File: config.mk
export PLATFORM = sky130hd
export DESIGN_NAME = cyclic_timer_and_hw_lock_cfg
export DESIGN_NICKNAME = d
export VERILOG_FILES = /design/src/core/cyclic_cfg_pkg.sv /design/src/core/cyclic_wave_gen.sv /design/src/core/cyclic_timer_and_hw_lock_cfg.sv
export VERILOG_INCLUDE_DIRS = /design/src /design/src/core
export SDC_FILE = /design/constraint.sdc
export NUM_CORES = 1
export LEC_CHECK = 0
export ABC_CLOCK_PERIOD_IN_PS = 34500
export BUFFER_PORTS_ARGS = -buffer_cell sky130_fd_sc_hd__buf_2
export CAP_MARGIN = 20
export CORE_MARGIN = 2
export CORE_UTILIZATION = 25
export DETAILED_ROUTE_END_ITERATION = 8
export PLACE_DENSITY = 0.4
export REMOVE_ABC_BUFFERS = 1
export SETUP_SLACK_MARGIN = 0.05
export SLEW_MARGIN = 40
export SYNTH_ARGS = -nofsm -noshare
export SYNTH_HDL_FRONTEND = slang
export SYNTH_HIERARCHICAL = 1
export SYNTH_SLANG_ARGS = --single-unit
File: constraint.sdc
create_clock -name clock_in -period 34.5 [get_ports clock_in]
set_input_delay 3.45 -clock clock_in [delete_from_list [all_inputs] [get_ports clock_in]]
set_output_delay 3.45 -clock clock_in [all_outputs]
set_load 0.02 [all_outputs]
File: src/core/cyclic_cfg_params.svh
// offsets, field positions, reset values and timing counts for the cyclic timer config block
`ifndef CYCLIC_CFG_PARAMS_SVH
`define CYCLIC_CFG_PARAMS_SVH

`define CT_ADDR_TIMER      7'h0c
`define CT_ADDR_HWCFG      7'h0e
`define CT_ADDR_W          7

`define CT_ON_HI           6
`define CT_ON_LO           4
`define CT_PER_HI          3
`define CT_PER_LO          0
`define CT_HYS_BIT         7
`define CT_TSD_BIT         5
`define CT_RDEL_BIT        4
`define CT_LOCK0_BIT       3

`define CT_TIMER_RST       8'h00
`define CT_HWCFG_RST       8'h00
`define CT_GPIO_CYC_SENSE  3'h3

`define CT_SPI_FRAME_BITS  5'h10
`define CT_SPI_ADDR_BITS   5'h08
`define CT_SPI_WR_BIT      7
`define CT_SPI_IDLE_PINS   3'h4

`define CT_CLK_PERIOD_PS   4000
`define CT_TICK_US         100
`define CT_TICK_CYCLES     ((`CT_TICK_US * 1000 * 1000) / `CT_CLK_PERIOD_PS)

`define CT_ON1_US          100
`define CT_ON2_US          300
`define CT_ON3_US          1000
`define CT_ON4_US          10000
`define CT_ON5_US          20000

`define CT_PER0_MS         10
`define CT_PER1_MS         20
`define CT_PER2_MS         50
`define CT_PER3_MS         100
`define CT_PER4_MS         200
`define CT_PER5_MS         500
`define CT_PER6_MS         1000
`define CT_PER7_MS         2000
`define CT_PER8_MS         5000
`define CT_PER9_MS         10000
`define CT_PER10_MS        20000
`define CT_PER11_MS        50000
`define CT_PER12_MS        100000
`define CT_PER13_MS        200000
`define CT_PER14_MS        500000
`define CT_PER15_MS        1000000

`endif

File: src/core/cyclic_cfg_pkg.sv
// types shared by the cyclic timer config block
package cyclic_cfg_pkg;

	typedef enum logic [2:0] {
		ON_OFF_LOW  = 3'h0,
		ON_T1       = 3'h1,
		ON_T2       = 3'h2,
		ON_T3       = 3'h3,
		ON_T4       = 3'h4,
		ON_T5       = 3'h5,
		ON_OFF_HIGH = 3'h6,
		ON_RESERVED = 3'h7
	} on_code_t;

	typedef enum logic [3:0] {
		GEN_IDLE_LOW  = 4'b0001,
		GEN_IDLE_HIGH = 4'b0010,
		GEN_ON_PHASE  = 4'b0100,
		GEN_OFF_PHASE = 4'b1000
	} gen_state_t;

endpackage : cyclic_cfg_pkg

File: src/core/cyclic_wave_gen.sv
// cyclic timer waveform generator driving the high-side output
`timescale 1ns/1ps
`include "cyclic_cfg_params.svh"

module cyclic_wave_gen #(
	parameter int TICK_CYCLES = `CT_TICK_CYCLES
) (
	input  wire logic       clock_in,
	input  wire logic       rst_n_in,
	input  wire logic       run_in,
	input  wire logic       restart_in,
	input  wire logic [2:0] on_code_in,
	input  wire logic [3:0] per_code_in,
	output logic            high_side_out,
	output logic            period_start_out
);

	cyclic_cfg_pkg::gen_state_t state_ff;
	cyclic_cfg_pkg::gen_state_t nxt_state;
	logic [14:0]                pre_ff;
	logic [23:0]                cnt_ff;
	logic [23:0]                nxt_cnt;
	logic                       tick;
	logic                       running_code;
	logic                       start_ff;

	function automatic logic [23:0] on_ticks(input logic [2:0] code);
		int us;
		us = 0;
		case (code)
			3'h1: us = `CT_ON1_US;
			3'h2: us = `CT_ON2_US;
			3'h3: us = `CT_ON3_US;
			3'h4: us = `CT_ON4_US;
			3'h5: us = `CT_ON5_US;
			default: us = 0;
		endcase
		return 24'(us / `CT_TICK_US);
	endfunction : on_ticks

	function automatic logic [23:0] per_ticks(input logic [3:0] code);
		int ms;
		ms = 0;
		case (code)
			4'h0: ms = `CT_PER0_MS;
			4'h1: ms = `CT_PER1_MS;
			4'h2: ms = `CT_PER2_MS;
			4'h3: ms = `CT_PER3_MS;
			4'h4: ms = `CT_PER4_MS;
			4'h5: ms = `CT_PER5_MS;
			4'h6: ms = `CT_PER6_MS;
			4'h7: ms = `CT_PER7_MS;
			4'h8: ms = `CT_PER8_MS;
			4'h9: ms = `CT_PER9_MS;
			4'ha: ms = `CT_PER10_MS;
			4'hb: ms = `CT_PER11_MS;
			4'hc: ms = `CT_PER12_MS;
			4'hd: ms = `CT_PER13_MS;
			4'he: ms = `CT_PER14_MS;
			default: ms = `CT_PER15_MS;
		endcase
		return 24'((ms * 1000) / `CT_TICK_US);
	endfunction : per_ticks

	// codes 001..101 run; 101 taken as the 20 ms on-time
	assign running_code = (on_code_in != 3'h0) && (on_code_in < 3'h6);
	assign tick         = (pre_ff == 15'(TICK_CYCLES - 1));
	assign nxt_cnt      = cnt_ff + 24'h00_0001;

	always_ff @(posedge clock_in or negedge rst_n_in) begin
		if (!rst_n_in) begin
			pre_ff <= 15'h0000;
		end else if (restart_in || tick) begin
			pre_ff <= 15'h0000;
		end else begin
			pre_ff <= pre_ff + 15'h0001;
		end
	end

	always_comb begin
		nxt_state = state_ff;
		if (on_code_in == 3'h6) begin
			nxt_state = cyclic_cfg_pkg::GEN_IDLE_HIGH;
		end else if (!running_code || !run_in) begin
			nxt_state = cyclic_cfg_pkg::GEN_IDLE_LOW;
		end else if (restart_in) begin
			nxt_state = cyclic_cfg_pkg::GEN_ON_PHASE;
		end else begin
			unique case (state_ff)
				cyclic_cfg_pkg::GEN_IDLE_LOW,
				cyclic_cfg_pkg::GEN_IDLE_HIGH: nxt_state = cyclic_cfg_pkg::GEN_ON_PHASE;
				cyclic_cfg_pkg::GEN_ON_PHASE: begin
					if (tick && nxt_cnt >= per_ticks(per_code_in)) begin
						nxt_state = cyclic_cfg_pkg::GEN_ON_PHASE;
					end else if (tick && nxt_cnt >= on_ticks(on_code_in)) begin
						nxt_state = cyclic_cfg_pkg::GEN_OFF_PHASE;
					end
				end
				cyclic_cfg_pkg::GEN_OFF_PHASE: begin
					if (tick && nxt_cnt >= per_ticks(per_code_in)) begin
						nxt_state = cyclic_cfg_pkg::GEN_ON_PHASE;
					end
				end
				default: nxt_state = cyclic_cfg_pkg::GEN_IDLE_LOW;
			endcase
		end
	end

	always_ff @(posedge clock_in or negedge rst_n_in) begin
		if (!rst_n_in) begin
			state_ff <= cyclic_cfg_pkg::GEN_IDLE_LOW;
		end else begin
			state_ff <= nxt_state;
		end
	end

	// counter restarts with each period, so the on phase always leads it
	always_ff @(posedge clock_in or negedge rst_n_in) begin
		if (!rst_n_in) begin
			cnt_ff   <= 24'h00_0000;
			start_ff <= 1'b0;
		end else if (nxt_state != cyclic_cfg_pkg::GEN_ON_PHASE &&
		             nxt_state != cyclic_cfg_pkg::GEN_OFF_PHASE) begin
			cnt_ff   <= 24'h00_0000;
			start_ff <= 1'b0;
		end else if (restart_in || state_ff == cyclic_cfg_pkg::GEN_IDLE_LOW ||
		             state_ff == cyclic_cfg_pkg::GEN_IDLE_HIGH) begin
			cnt_ff   <= 24'h00_0000;
			start_ff <= 1'b1;
		end else if (tick && nxt_cnt >= per_ticks(per_code_in)) begin
			cnt_ff   <= 24'h00_0000;
			start_ff <= 1'b1;
		end else begin
			cnt_ff   <= tick ? nxt_cnt : cnt_ff;
			start_ff <= 1'b0;
		end
	end

	assign high_side_out    = (state_ff == cyclic_cfg_pkg::GEN_ON_PHASE) ||
	                          (state_ff == cyclic_cfg_pkg::GEN_IDLE_HIGH);
	assign period_start_out = start_ff;

endmodule : cyclic_wave_gen

File: src/core/cyclic_timer_and_hw_lock_cfg.sv
// cyclic timer and hardware lock configuration registers behind the spi control port
`timescale 1ns/1ps
`include "cyclic_cfg_params.svh"

module cyclic_timer_and_hw_lock_cfg #(
	parameter int TICK_CYCLES = `CT_TICK_CYCLES
) (
	input  wire logic       clock_in,
	input  wire logic       rst_n_in,
	input  wire logic       chip_select_n_in,
	input  wire logic       spi_clk_in,
	input  wire logic       spi_mosi_in,
	output logic            spi_miso_out,
	output logic            spi_miso_en_out,
	input  wire logic       timer_assigned_in,
	input  wire logic       timer_wake_enable_in,
	input  wire logic       restart_mode_in,
	input  wire logic       soft_reset_in,
	input  wire logic [2:0] gpio_config_in,
	input  wire logic       gpio_high_side_cleared_in,
	input  wire logic       lock_one_in,
	output logic            high_side_output_out,
	output logic            cyclic_wake_tick_out,
	output logic            cyclic_sense_active_out,
	output logic            undervoltage_release_hysteresis_out,
	output logic            overtemp_retry_extension_out,
	output logic            reset_delay_select_out,
	output logic            level0_lock_out,
	output logic            level1_lock_active_out,
	output logic            protected_write_enable_out
);

	// pin synchronisers: cs_n, sclk, mosi
	logic [2:0] pin_s1_ff;
	logic [2:0] pin_s2_ff;
	logic [2:0] pin_s3_ff;
	logic [2:0] pin_filt_ff;
	logic [2:0] pin_prev_ff;
	logic       cs_active;
	logic       cs_rise;
	logic       sclk_rise;
	logic       sclk_fall;

	logic [15:0] shift_ff;
	logic [4:0]  bit_cnt_ff;
	logic [7:0]  rd_data_ff;
	logic [7:0]  rd_sel;
	logic        miso_ff;
	logic [7:0]  timer_ff;
	logic [7:0]  hwcfg_ff;
	logic [7:0]  nxt_timer;
	logic [7:0]  nxt_hwcfg;
	logic        lock_one_eff_ff;
	logic        wr_commit;
	logic [6:0]  wr_addr;
	logic [7:0]  wr_data;
	logic        sense_clear;
	logic        timer_changed_ff;
	logic        gen_high;
	logic        gen_start;
	logic        cyc_sense_sel;

	function automatic logic [7:0] read_mux(input logic [6:0] addr,
	                                        input logic [7:0] tmr,
	                                        input logic [7:0] hw);
		logic [7:0] val;
		val = 8'h00;
		if (addr == `CT_ADDR_TIMER) begin
			val = tmr;
		end else if (addr == `CT_ADDR_HWCFG) begin
			val = hw;
		end
		return val;
	endfunction : read_mux

	// three stages; a level counts once stages two and three agree
	always_ff @(posedge clock_in or negedge rst_n_in) begin
		if (!rst_n_in) begin
			pin_s1_ff <= `CT_SPI_IDLE_PINS;
			pin_s2_ff <= `CT_SPI_IDLE_PINS;
			pin_s3_ff <= `CT_SPI_IDLE_PINS;
		end else begin
			pin_s1_ff <= {chip_select_n_in, spi_clk_in, spi_mosi_in};
			pin_s2_ff <= pin_s1_ff;
			pin_s3_ff <= pin_s2_ff;
		end
	end

	always_ff @(posedge clock_in or negedge rst_n_in) begin
		if (!rst_n_in) begin
			pin_filt_ff <= `CT_SPI_IDLE_PINS;
			pin_prev_ff <= `CT_SPI_IDLE_PINS;
		end else begin
			pin_filt_ff <= (pin_s2_ff & pin_s3_ff) | (pin_filt_ff & (pin_s2_ff ^ pin_s3_ff));
			pin_prev_ff <= pin_filt_ff;
		end
	end

	// edges come from filtered levels, so one-sample glitches never count
	assign cs_active = !pin_filt_ff[2];
	assign cs_rise   = pin_filt_ff[2] && !pin_prev_ff[2];
	assign sclk_rise = cs_active && pin_filt_ff[1] && !pin_prev_ff[1];
	assign sclk_fall = cs_active && !pin_filt_ff[1] && pin_prev_ff[1];

	// lsb first: address 6:0, write flag bit 7, then data byte
	always_ff @(posedge clock_in or negedge rst_n_in) begin
		if (!rst_n_in) begin
			shift_ff <= 16'h0000;
		end else if (sclk_rise) begin
			shift_ff <= {pin_filt_ff[0], shift_ff[15:1]};
		end
	end

	always_ff @(posedge clock_in or negedge rst_n_in) begin
		if (!rst_n_in) begin
			bit_cnt_ff <= 5'h00;
		end else if (!cs_active) begin
			bit_cnt_ff <= 5'h00;
		end else if (sclk_rise && bit_cnt_ff <= `CT_SPI_FRAME_BITS) begin
			// saturate past a full frame so long frames are dropped
			bit_cnt_ff <= bit_cnt_ff + 5'h01;
		end
	end

	// read data leaves on falling edges during the second byte
	assign rd_sel = read_mux(shift_ff[14:8], timer_ff, hwcfg_ff);

	// captured once so a write landing mid-read cannot tear the byte
	always_ff @(posedge clock_in or negedge rst_n_in) begin
		if (!rst_n_in) begin
			rd_data_ff <= 8'h00;
		end else if (sclk_fall && bit_cnt_ff == `CT_SPI_ADDR_BITS) begin
			rd_data_ff <= rd_sel;
		end
	end

	always_ff @(posedge clock_in or negedge rst_n_in) begin
		if (!rst_n_in) begin
			miso_ff <= 1'b0;
		end else if (!cs_active) begin
			miso_ff <= 1'b0;
		end else if (sclk_fall) begin
			if (bit_cnt_ff == `CT_SPI_ADDR_BITS) begin
				miso_ff <= rd_sel[0];
			end else if (bit_cnt_ff > `CT_SPI_ADDR_BITS && bit_cnt_ff < `CT_SPI_FRAME_BITS) begin
				miso_ff <= rd_data_ff[bit_cnt_ff[2:0]];
			end
		end
	end

	assign spi_miso_out    = miso_ff;
	assign spi_miso_en_out = cs_active;

	// writes commit only on the closing chip select edge of a whole frame
	assign wr_addr   = shift_ff[6:0];
	assign wr_data   = shift_ff[15:8];
	assign wr_commit = cs_rise && (bit_cnt_ff == `CT_SPI_FRAME_BITS) &&
	                   shift_ff[`CT_SPI_WR_BIT];

	assign cyc_sense_sel = (gpio_config_in == `CT_GPIO_CYC_SENSE);
	assign sense_clear   = restart_mode_in && cyc_sense_sel &&
	                       gpio_high_side_cleared_in;

	// level-1 lock only arms on a chip select rise, never released
	always_ff @(posedge clock_in or negedge rst_n_in) begin
		if (!rst_n_in) begin
			lock_one_eff_ff <= 1'b0;
		end else if (cs_rise && lock_one_in) begin
			lock_one_eff_ff <= 1'b1;
		end
	end

	// the restart clear outranks soft reset and any write in the same cycle
	always_comb begin
		nxt_timer = timer_ff;
		if (sense_clear) begin
			nxt_timer = `CT_TIMER_RST;
		end else if (soft_reset_in) begin
			nxt_timer = `CT_TIMER_RST;
		end else if (wr_commit && wr_addr == `CT_ADDR_TIMER) begin
			nxt_timer = {1'b0, wr_data[`CT_ON_HI:`CT_PER_LO]};
		end
	end

	// restart mode freezes the whole register, writes included
	always_comb begin
		nxt_hwcfg = hwcfg_ff;
		if (restart_mode_in) begin
			nxt_hwcfg = hwcfg_ff;
		end else if (soft_reset_in) begin
			nxt_hwcfg = `CT_HWCFG_RST;
			if (lock_one_eff_ff) begin
				nxt_hwcfg[`CT_HYS_BIT]  = hwcfg_ff[`CT_HYS_BIT];
				nxt_hwcfg[`CT_TSD_BIT]  = hwcfg_ff[`CT_TSD_BIT];
				nxt_hwcfg[`CT_RDEL_BIT] = hwcfg_ff[`CT_RDEL_BIT];
			end
			// a set level-0 lock stays set across a soft reset
			nxt_hwcfg[`CT_LOCK0_BIT] = hwcfg_ff[`CT_LOCK0_BIT];
		end else if (wr_commit && wr_addr == `CT_ADDR_HWCFG) begin
			nxt_hwcfg[`CT_LOCK0_BIT] = wr_data[`CT_LOCK0_BIT];
			if (!lock_one_eff_ff) begin
				nxt_hwcfg[`CT_HYS_BIT]  = wr_data[`CT_HYS_BIT];
				nxt_hwcfg[`CT_TSD_BIT]  = wr_data[`CT_TSD_BIT];
				nxt_hwcfg[`CT_RDEL_BIT] = wr_data[`CT_RDEL_BIT];
			end
		end
	end

	always_ff @(posedge clock_in or negedge rst_n_in) begin
		if (!rst_n_in) begin
			timer_ff <= `CT_TIMER_RST;
		end else begin
			timer_ff <= nxt_timer;
		end
	end

	// rewriting the same code still restarts the period from its on phase
	always_ff @(posedge clock_in or negedge rst_n_in) begin
		if (!rst_n_in) begin
			timer_changed_ff <= 1'b0;
		end else begin
			timer_changed_ff <= (nxt_timer != timer_ff) ||
			                    (wr_commit && wr_addr == `CT_ADDR_TIMER);
		end
	end

	always_ff @(posedge clock_in or negedge rst_n_in) begin
		if (!rst_n_in) begin
			hwcfg_ff <= `CT_HWCFG_RST;
		end else begin
			hwcfg_ff <= nxt_hwcfg;
		end
	end

	cyclic_wave_gen #(
		.TICK_CYCLES (TICK_CYCLES)
	) u_wave (
		.clock_in         (clock_in),
		.rst_n_in         (rst_n_in),
		.run_in           (timer_assigned_in),
		.restart_in       (timer_changed_ff),
		.on_code_in       (timer_ff[`CT_ON_HI:`CT_ON_LO]),
		.per_code_in      (timer_ff[`CT_PER_HI:`CT_PER_LO]),
		.high_side_out    (gen_high),
		.period_start_out (gen_start)
	);

	always_ff @(posedge clock_in or negedge rst_n_in) begin
		if (!rst_n_in) begin
			high_side_output_out <= 1'b0;
		end else begin
			high_side_output_out <= gen_high;
		end
	end

	// wake ticks run alongside the sense switch, neither gates the other
	always_ff @(posedge clock_in or negedge rst_n_in) begin
		if (!rst_n_in) begin
			cyclic_wake_tick_out <= 1'b0;
		end else begin
			cyclic_wake_tick_out <= gen_start && timer_wake_enable_in;
		end
	end

	always_ff @(posedge clock_in or negedge rst_n_in) begin
		if (!rst_n_in) begin
			cyclic_sense_active_out <= 1'b0;
		end else begin
			cyclic_sense_active_out <= cyc_sense_sel && timer_assigned_in;
		end
	end

	// config bits go straight out; their users sit outside this block
	assign undervoltage_release_hysteresis_out = hwcfg_ff[`CT_HYS_BIT];
	assign overtemp_retry_extension_out        = hwcfg_ff[`CT_TSD_BIT];
	assign reset_delay_select_out              = hwcfg_ff[`CT_RDEL_BIT];
	assign level0_lock_out                     = hwcfg_ff[`CT_LOCK0_BIT];
	assign protected_write_enable_out          = !hwcfg_ff[`CT_LOCK0_BIT];
	assign level1_lock_active_out              = lock_one_eff_ff;

endmodule : cyclic_timer_and_hw_lock_cfg

# Yosys cells after proc, flatten, opt, wreduce, memory -nomap -nowiden
# Memories as Yosys holds them, arrays and structs flattened.
# Cells that the tools add are included.
[classes]
addsub = 3
mul = 3
n_div = 4
order_cmp = 9
eq_ne = 21
mux = 52
bitwise = 7
n_reduce_logical = 46
[op_table]
columns = ["operator", "count"]
rows = [
  ["two-way mux 32 bit", 15],
  ["divider 32 x 8 -> 32 bit (second input constant)", 4],
  [">= comparator 24 bit", 4],
  ["multiplier 32 x 8 -> 29 bit (second input constant)", 3],
  ["two-way mux 24 bit", 4],
  ["one-hot mux 15 bit (5 select lines)", 1],
  ["two-way mux 8 bit", 5],
  ["== test 7 x 4 -> 1 bit (second input constant)", 4],
  ["adder 24 x 1 -> 24 bit (second input constant)", 1],
  ["two-way mux 4 bit", 6],
  ["logical AND 1 bit", 23],
  ["adder 15 x 1 -> 15 bit (second input constant)", 1],
  ["== test 15 bit (second input constant)", 1],
  ["two-way mux 15 bit", 1],
  ["two-way mux 1 bit", 12],
  ["one-hot mux 4 bit (3 select lines)", 1],
  ["two-way mux 5 bit", 2],
  ["== test 3 x 2 -> 1 bit (second input constant)", 3],
  ["== test 3 bit (second input constant)", 3],
  ["!= test 8 bit", 1],
  ["zero test 1 bit", 7],
  ["AND 3 bit", 2],
  ["logical OR 1 bit", 6],
  ["two-way mux 3 bit", 2],
  ["other kinds (26)", 33],
]
[word_totals]
register_bits = 106
romBits = 912
in_bits = 14
out_inout_bits = 11
elab_cells = 169
mem_count = 3
[memory_table]
columns = ["name", "depth", "width", "rd", "rd_ports_with_merged_regs", "write_ports", "line_no", "text"]
rows = [
  ["(no name shown)", 16, 19, 1, 0, 0, "cyclic_wave_gen.sv:44", "case (code)"],
  ["(no name shown)", 16, 19, 1, 0, 0, "cyclic_wave_gen.sv:44", ""],
  ["(no name shown)", 16, 19, 1, 0, 0, "cyclic_wave_gen.sv:44", ""],
]

# Depth between registers and ports, before layout
[depth]
word_depth = 34
depth_mapped = 173
ltp_nobuf = 141

# By module
# The synthesis kept the hierarchy.
[modules_own_cells]
columns = ["module", "n_inst", "cells_each", "area_each_um2", "seq_area_each_um2"]
rows = [
  ["cyclic_wave_gen", 1, 3582, 25416.9, 1102.3],
  ["cyclic_timer_and_hw_lock_cfg", 1, 193, 2575.0, 1532.7],
]

# Least setup slack after synthesis
# Ideal clock, no wire load.
[synth_path]
kind = "flip-flop to flip-flop"
startpoint = "register timer_ff[0]"
endpoint = "register u_wave.cnt_ff[10]"
setup_ps = 83
arrival_ps = 32422
required_ps = 34417
path_slack_ps = 1995
path_stages_with_launch = 156
period_less_slack_ps = 32505
cell_sequence = "dfrtp_1 > inv_1 > ha_1 > nor2b_1 > o21ai_0 > o21ai_0 > xor2_1 > ha_1 > inv_1 > fa_1 > inv_1 > fa_1 > inv_1 > fa_1 > inv_1 > ha_1 > buf_2 > a21oi_1 > [... 120 more ...] > a21o_1 > a21oi_1 > o21ai_0 > a21o_1 > a21oi_1 > nor2b_1 > o21ai_0 > nand2b_1 > a21oi_1 > nor2b_1 > o21ai_0 > and2_1 > clkbuf_1 > nand2_1 > clkbuf_1 > nor2_1 > nand2_1 > o21ai_0"
[synth_via]
elab_chain_len = 17
word_cells_on_any_way = 38
cone_classes = "mul (3); div (3); order compare (3); eq/ne (2); mux (19); reduce/logical (5); memory (3)"
[synth_rtl]
columns = ["element", "line_no", "text"]
rows = [
  ["from (decl)", "cyclic_timer_and_hw_lock_cfg.sv:49", "logic [7:0] timer_ff;"],
  ["from (signal assigned)", "cyclic_timer_and_hw_lock_cfg.sv:211", "timer_ff <= `CT_TIMER_RST;"],
  ["from (signal assigned)", "cyclic_timer_and_hw_lock_cfg.sv:213", "timer_ff <= nxt_timer;"],
  ["memory read (16 x 19 bit)", "-", ""],
  ["two-way mux 32 bit", "cyclic_wave_gen.sv:89", "unique case (state_ff)"],
  ["two-way mux 32 bit", "cyclic_wave_gen.sv:86", "end else if (restart_in) begin"],
  ["two-way mux 32 bit", "cyclic_wave_gen.sv:84", "end else if (!running_code || !run_in) begin"],
  ["two-way mux 32 bit", "cyclic_wave_gen.sv:82", "if (on_code_in == 3'h6) begin"],
  ["multiplier 32 x 8 -> 29 bit", "cyclic_wave_gen.sv:62", "return 24'((ms * 1000) / `CT_TICK_US);"],
  ["divider 32 x 8 -> 32 bit (no source line)", "-", ""],
  [">= comparator 24 bit, on equally long branches", "cyclic_wave_gen.sv:100, cyclic_wave_gen.sv:93", ""],
  ["logical AND 1 bit, on equally long branches", "cyclic_wave_gen.sv:100, cyclic_wave_gen.sv:93", ""],
  ["two-way mux 4 bit, on equally long branches", "cyclic_wave_gen.sv:100, cyclic_wave_gen.sv:93", ""],
  ["one-hot mux 4 bit (3 select lines)", "cyclic_wave_gen.sv:89", ""],
  ["two-way mux 4 bit", "cyclic_wave_gen.sv:86", ""],
  ["two-way mux 4 bit", "cyclic_wave_gen.sv:84", ""],
  ["two-way mux 4 bit", "cyclic_wave_gen.sv:82", ""],
  ["!= test 4 x 3 -> 1 bit / != test 4 bit (equally long branches)", "cyclic_wave_gen.sv:122, cyclic_wave_gen.sv:123", ""],
  ["logical AND 1 bit", "cyclic_wave_gen.sv:122", "end else if (nxt_state != cyclic_cfg_pkg::GEN_ON_PHASE &&"],
  ["nonzero test 4 bit (no source line) / two-way mux 24 bit (equally long branches)", "-", ""],
  ["to (signal assigned)", "cyclic_wave_gen.sv:134", "cnt_ff <= tick ? nxt_cnt : cnt_ff;"],
  ["to (decl)", "cyclic_wave_gen.sv:21", "logic [23:0] cnt_ff;"],
]
# Parallel ways exist; a longest one is shown, timed or not. The select of a mux whose other input is x is not followed.
# A chain may end at the register's enable or synchronous reset.

# Worst setup path after layout
[layout_path]
startpoint = "register timer_ff[0]"
endpoint = "register u_wave.cnt_ff[15]"
# The elaborated chain is that of the path after synthesis.

==> metrics.md <==
| Metric | Value |
|---|---|
| Status | completed |
| Post-synth ARST share | 1.00 |
| TNS Setup | 0 ns |
| CP max stage delay | 0.60 ns |
| Area after DPL | 32100 um^2 |
| Maximum clock frequency | 0.0304 GHz |
| Vias per inst | 5.42 |
| Post-layout nets | 4336 |
| Latest clock arrival within the worst-skew pair | 0.36 ns |
| Post-synth top area share | 0.0885 |
| Pwr per Cell Area | 8.01 nW/um^2 |
| Cts bufs inserted | 9 |
| Register bit total from synthesis | 105 |
| Final wirelength | 109000 um |
| Startpoint types | flip-flop |
| Vias in the first global route | 28900 |
| Area growth, synth to finish | 27.7% |
| Static leakage | 14.4 nW |
| Min cycle time layout | 32.88 ns |
| I/O pin total | 25 |
| Synthesized cell area | 28000 um^2 |
| Syn Area/Cell | 7.42 um^2 |
| Root buffer cell | clkbuf_16 |
| GRT Total Usage | 0.179 |
| Fin Hold WS | 0.353 ns |
| Synthesized netlist cell count | 3775 |
| Final instance area | 35700 um^2 |
| I/O Buffers | 24 |
| DR vias | 30500 |
| Critical path's most frequent cell | buf_4 |
| Worst Clk Skew | 0.0130 ns |
| Worst-Margin Slew | 0.832 ns |
| First-pass GRT wire length | 168000 um |
| Total congestion overflow | 0 |
| Synth top area cells | dfrtp_1, xnor2_1, ha_1, nand2_1, nor2_1 |
| Synth area leader | dfrtp_1 |
| Most common cell after layout, fill and taps aside | buf_4 |
| Remaining DRCs | 0 |
| Max Slew Vio Count | 0 |
| Clock transition at the registers of the reported paths | 0.08 ns |
| Drt wl/cell | 19.4 um |
| Antenna Cells | 0 |
| Row cnt | 122 |
| Antenna-violating nets left | 0 |
| Worst path required time | 34.77 ns |
| H-tree Lvls | 3 |
| Share of cells above drive strength 1 | 0.272 |
| TritonRoute pass-1 iters | 6 |
| Dpl hpwl | 87800 um |
| Yosys warns | 6 |
| Slew HR | 0.441 |
| Initial antenna violation count | 4 |
| Hold Violations, Final | 0 |
| Initial DRC Count | 2224 |
| Starting Density | 0.253 |
| Die Ht | 339 um |
| EDFF count, synth | 0 |
| Core area | 111000 um^2 |
| Critical path fanouts, max | 10 |
| CTS Hold Bufs | 0 |
| RePlAce Congestion | 0.872 |
| Sequential area share after synthesis | 0.0941 |
| Dominant synthesized flop cell | dfrtp_1 |
| CTS tree | built |
| Critical path class | reg2reg |
| Largest net degree at the start of global routing | 65 |
| Most frequent cells in the layout | buf_4, nand2_1, nor2_1 |
| Crit share post-route | 0.953 |
| Crit end category | flip-flop |
| Reg2Reg Depth | 146 |
| Worst hold path type | reg2reg |
| Slowest CP cell | fa_2 |
| Die W | 339 um |
| Placed Cells | 5488 |
| # Max-Cap Violations | 0 |
| Die area | 115000 um^2 |
| CTS Buffer Depth | 2 |
| Distinct cells, synth | 159 |
| Setup ws final | 1.62 ns |
| # setup viols final | 0 |
| Pre-CTS setup slack | -0.996 ns |
| Critical Path AT | 33.15 ns |
| Hold path cells | 0 |
| CTS sink cnt | 105 |
| Final std cells w/o fill | 5629 |
| Peak VDD IR | 0.0000214 V |
## worst paths after layout
check	from	end	slack, ns
setup / recovery	timer_ff[0]$_DFF_PN0_	u_wave/cnt_ff[15]$_DFFE_PN0P_	1.62
hold reg to reg	pin_s1_ff[0]$_DFF_PN0_	pin_s2_ff[0]$_DFF_PN0_	0.35
min in group asynchronous	rst_n_in	bit_cnt_ff[0]$_DFFE_PN0P_	3.07
max in group asynchronous	rst_n_in	u_wave/pre_ff[3]$_DFF_PN0_	30.42
setup reg to reg	timer_ff[0]$_DFF_PN0_	u_wave/cnt_ff[15]$_DFFE_PN0P_	1.62
hold / removal	pin_s1_ff[0]$_DFF_PN0_	pin_s2_ff[0]$_DFF_PN0_	0.35
## timing repair
| item | in CTS | in global routing |
|---|---|---|
| pin swaps | 9 | 121 |
| gates cloned | 1 | 5 |
| setup endpoints to repair | 27 | 27 |
| resized for setup | 53 | 407 |
| buffers inserted | 6 | 113 |
| endpoints found under the hold margin | 0 | 0 |
## report_power, final
group,internal (mW),leakage [nW],switching (mW)
combinational,0.0156,12.9,0.0130
clock,0.0570,0.140,0.0502
sequential,0.135,1.39,0.0156
## synth_stat cells (all sizes together) (17+ instances only)
master and number:
a311oi 19, mux2i 67, a22oi 20, xnor2 208, and4 22, o22ai 18
fa 59, a21boi 26, nor3 125, a21o 61, o211ai 76, xor2 82
clkbuf 105, inv 188, nand2 338, a31oi 58, o21ai 256, a211o 23
or4 32, nor4 50, and2 63, a221oi 17, or2 47, o21a 43
a2111oi 18, nand2b 50, nand4 69, dfrtp 99, or3 49, a21oi 214
nor2b 32, o2111ai 28, a211oi 69, and3 66, buf 77, ha 127
mux2 37, nor2 331, o31ai 42, nand3 154
## sequential cells by signal, indices dropped and copies added (netlist names), 2 cells and up
register,count
timer_ff,8
u_wave/state_ff,4
pin_s2_ff,3
rd_data_ff,8
pin_s3_ff,3
bit_cnt_ff,5
u_wave/pre_ff,15
u_wave/cnt_ff,24
hwcfg_ff,4
pin_s1_ff,3
shift_ff,16
pin_filt_ff,3
pin_prev_ff,2
## critical path: cells and delay by family, from the launching register on
kind	cells	cell delay [ns]
buffers and inverters	16	2.29
xor gates and xnor gates	5	0.93
and+or+nand+nor	47	11.20
muxes	4	1.07
adders and majority gates	9	2.78
AOI/OAI and AO/OA	65	14.09
DFF	1	0.35
## kinds of logic (layout without fill, tap and decap cells)
group | count (synthesis) | in the layout | share of synthesized area
compound gates | 1208 | 1212 | 0.326
simple gates | 1504 | 1505 | 0.285
other cells | 1 | 2 | 0.000134
flops | 105 | 105 | 0.0941
buf+inv | 372 | 731 | 0.0563
xor+xnor | 290 | 290 | 0.0960
fa+ha+maj | 189 | 189 | 0.100
mux | 106 | 107 | 0.0420
## metrics by stage
| step | util | total power [mW] |
|---|---|---|
| 3_3_place_gp | 0.289 | 0.182 |
| 5_1_grt | 0.322 | 0.303 |
| 2_1_floorplan | - | 0.169 |
| 3_5_place_dp | 0.289 | 0.182 |
| 6_report | 0.322 | 0.286 |
| 4_1_cts | 0.295 | 0.291 |
## cell type report
type	count	area, um^2
fill	12100	75100
multi-input combinational	3305	26200
timing repair buffer	525	3990
sequential	105	2640
tap	1488	1860
inverter	190	713
clock buffer	11	233
clock inverter	5	63.8
## layer usage
metal / GRT usage / wire length (um)
met5: 0 / 19
met4: 0.0304 / 1760
met3: 0.0110 / 3680
met2: 0.291 / 50100
met1: 0.260 / 53700
Power figures use the tool's default switching activity.
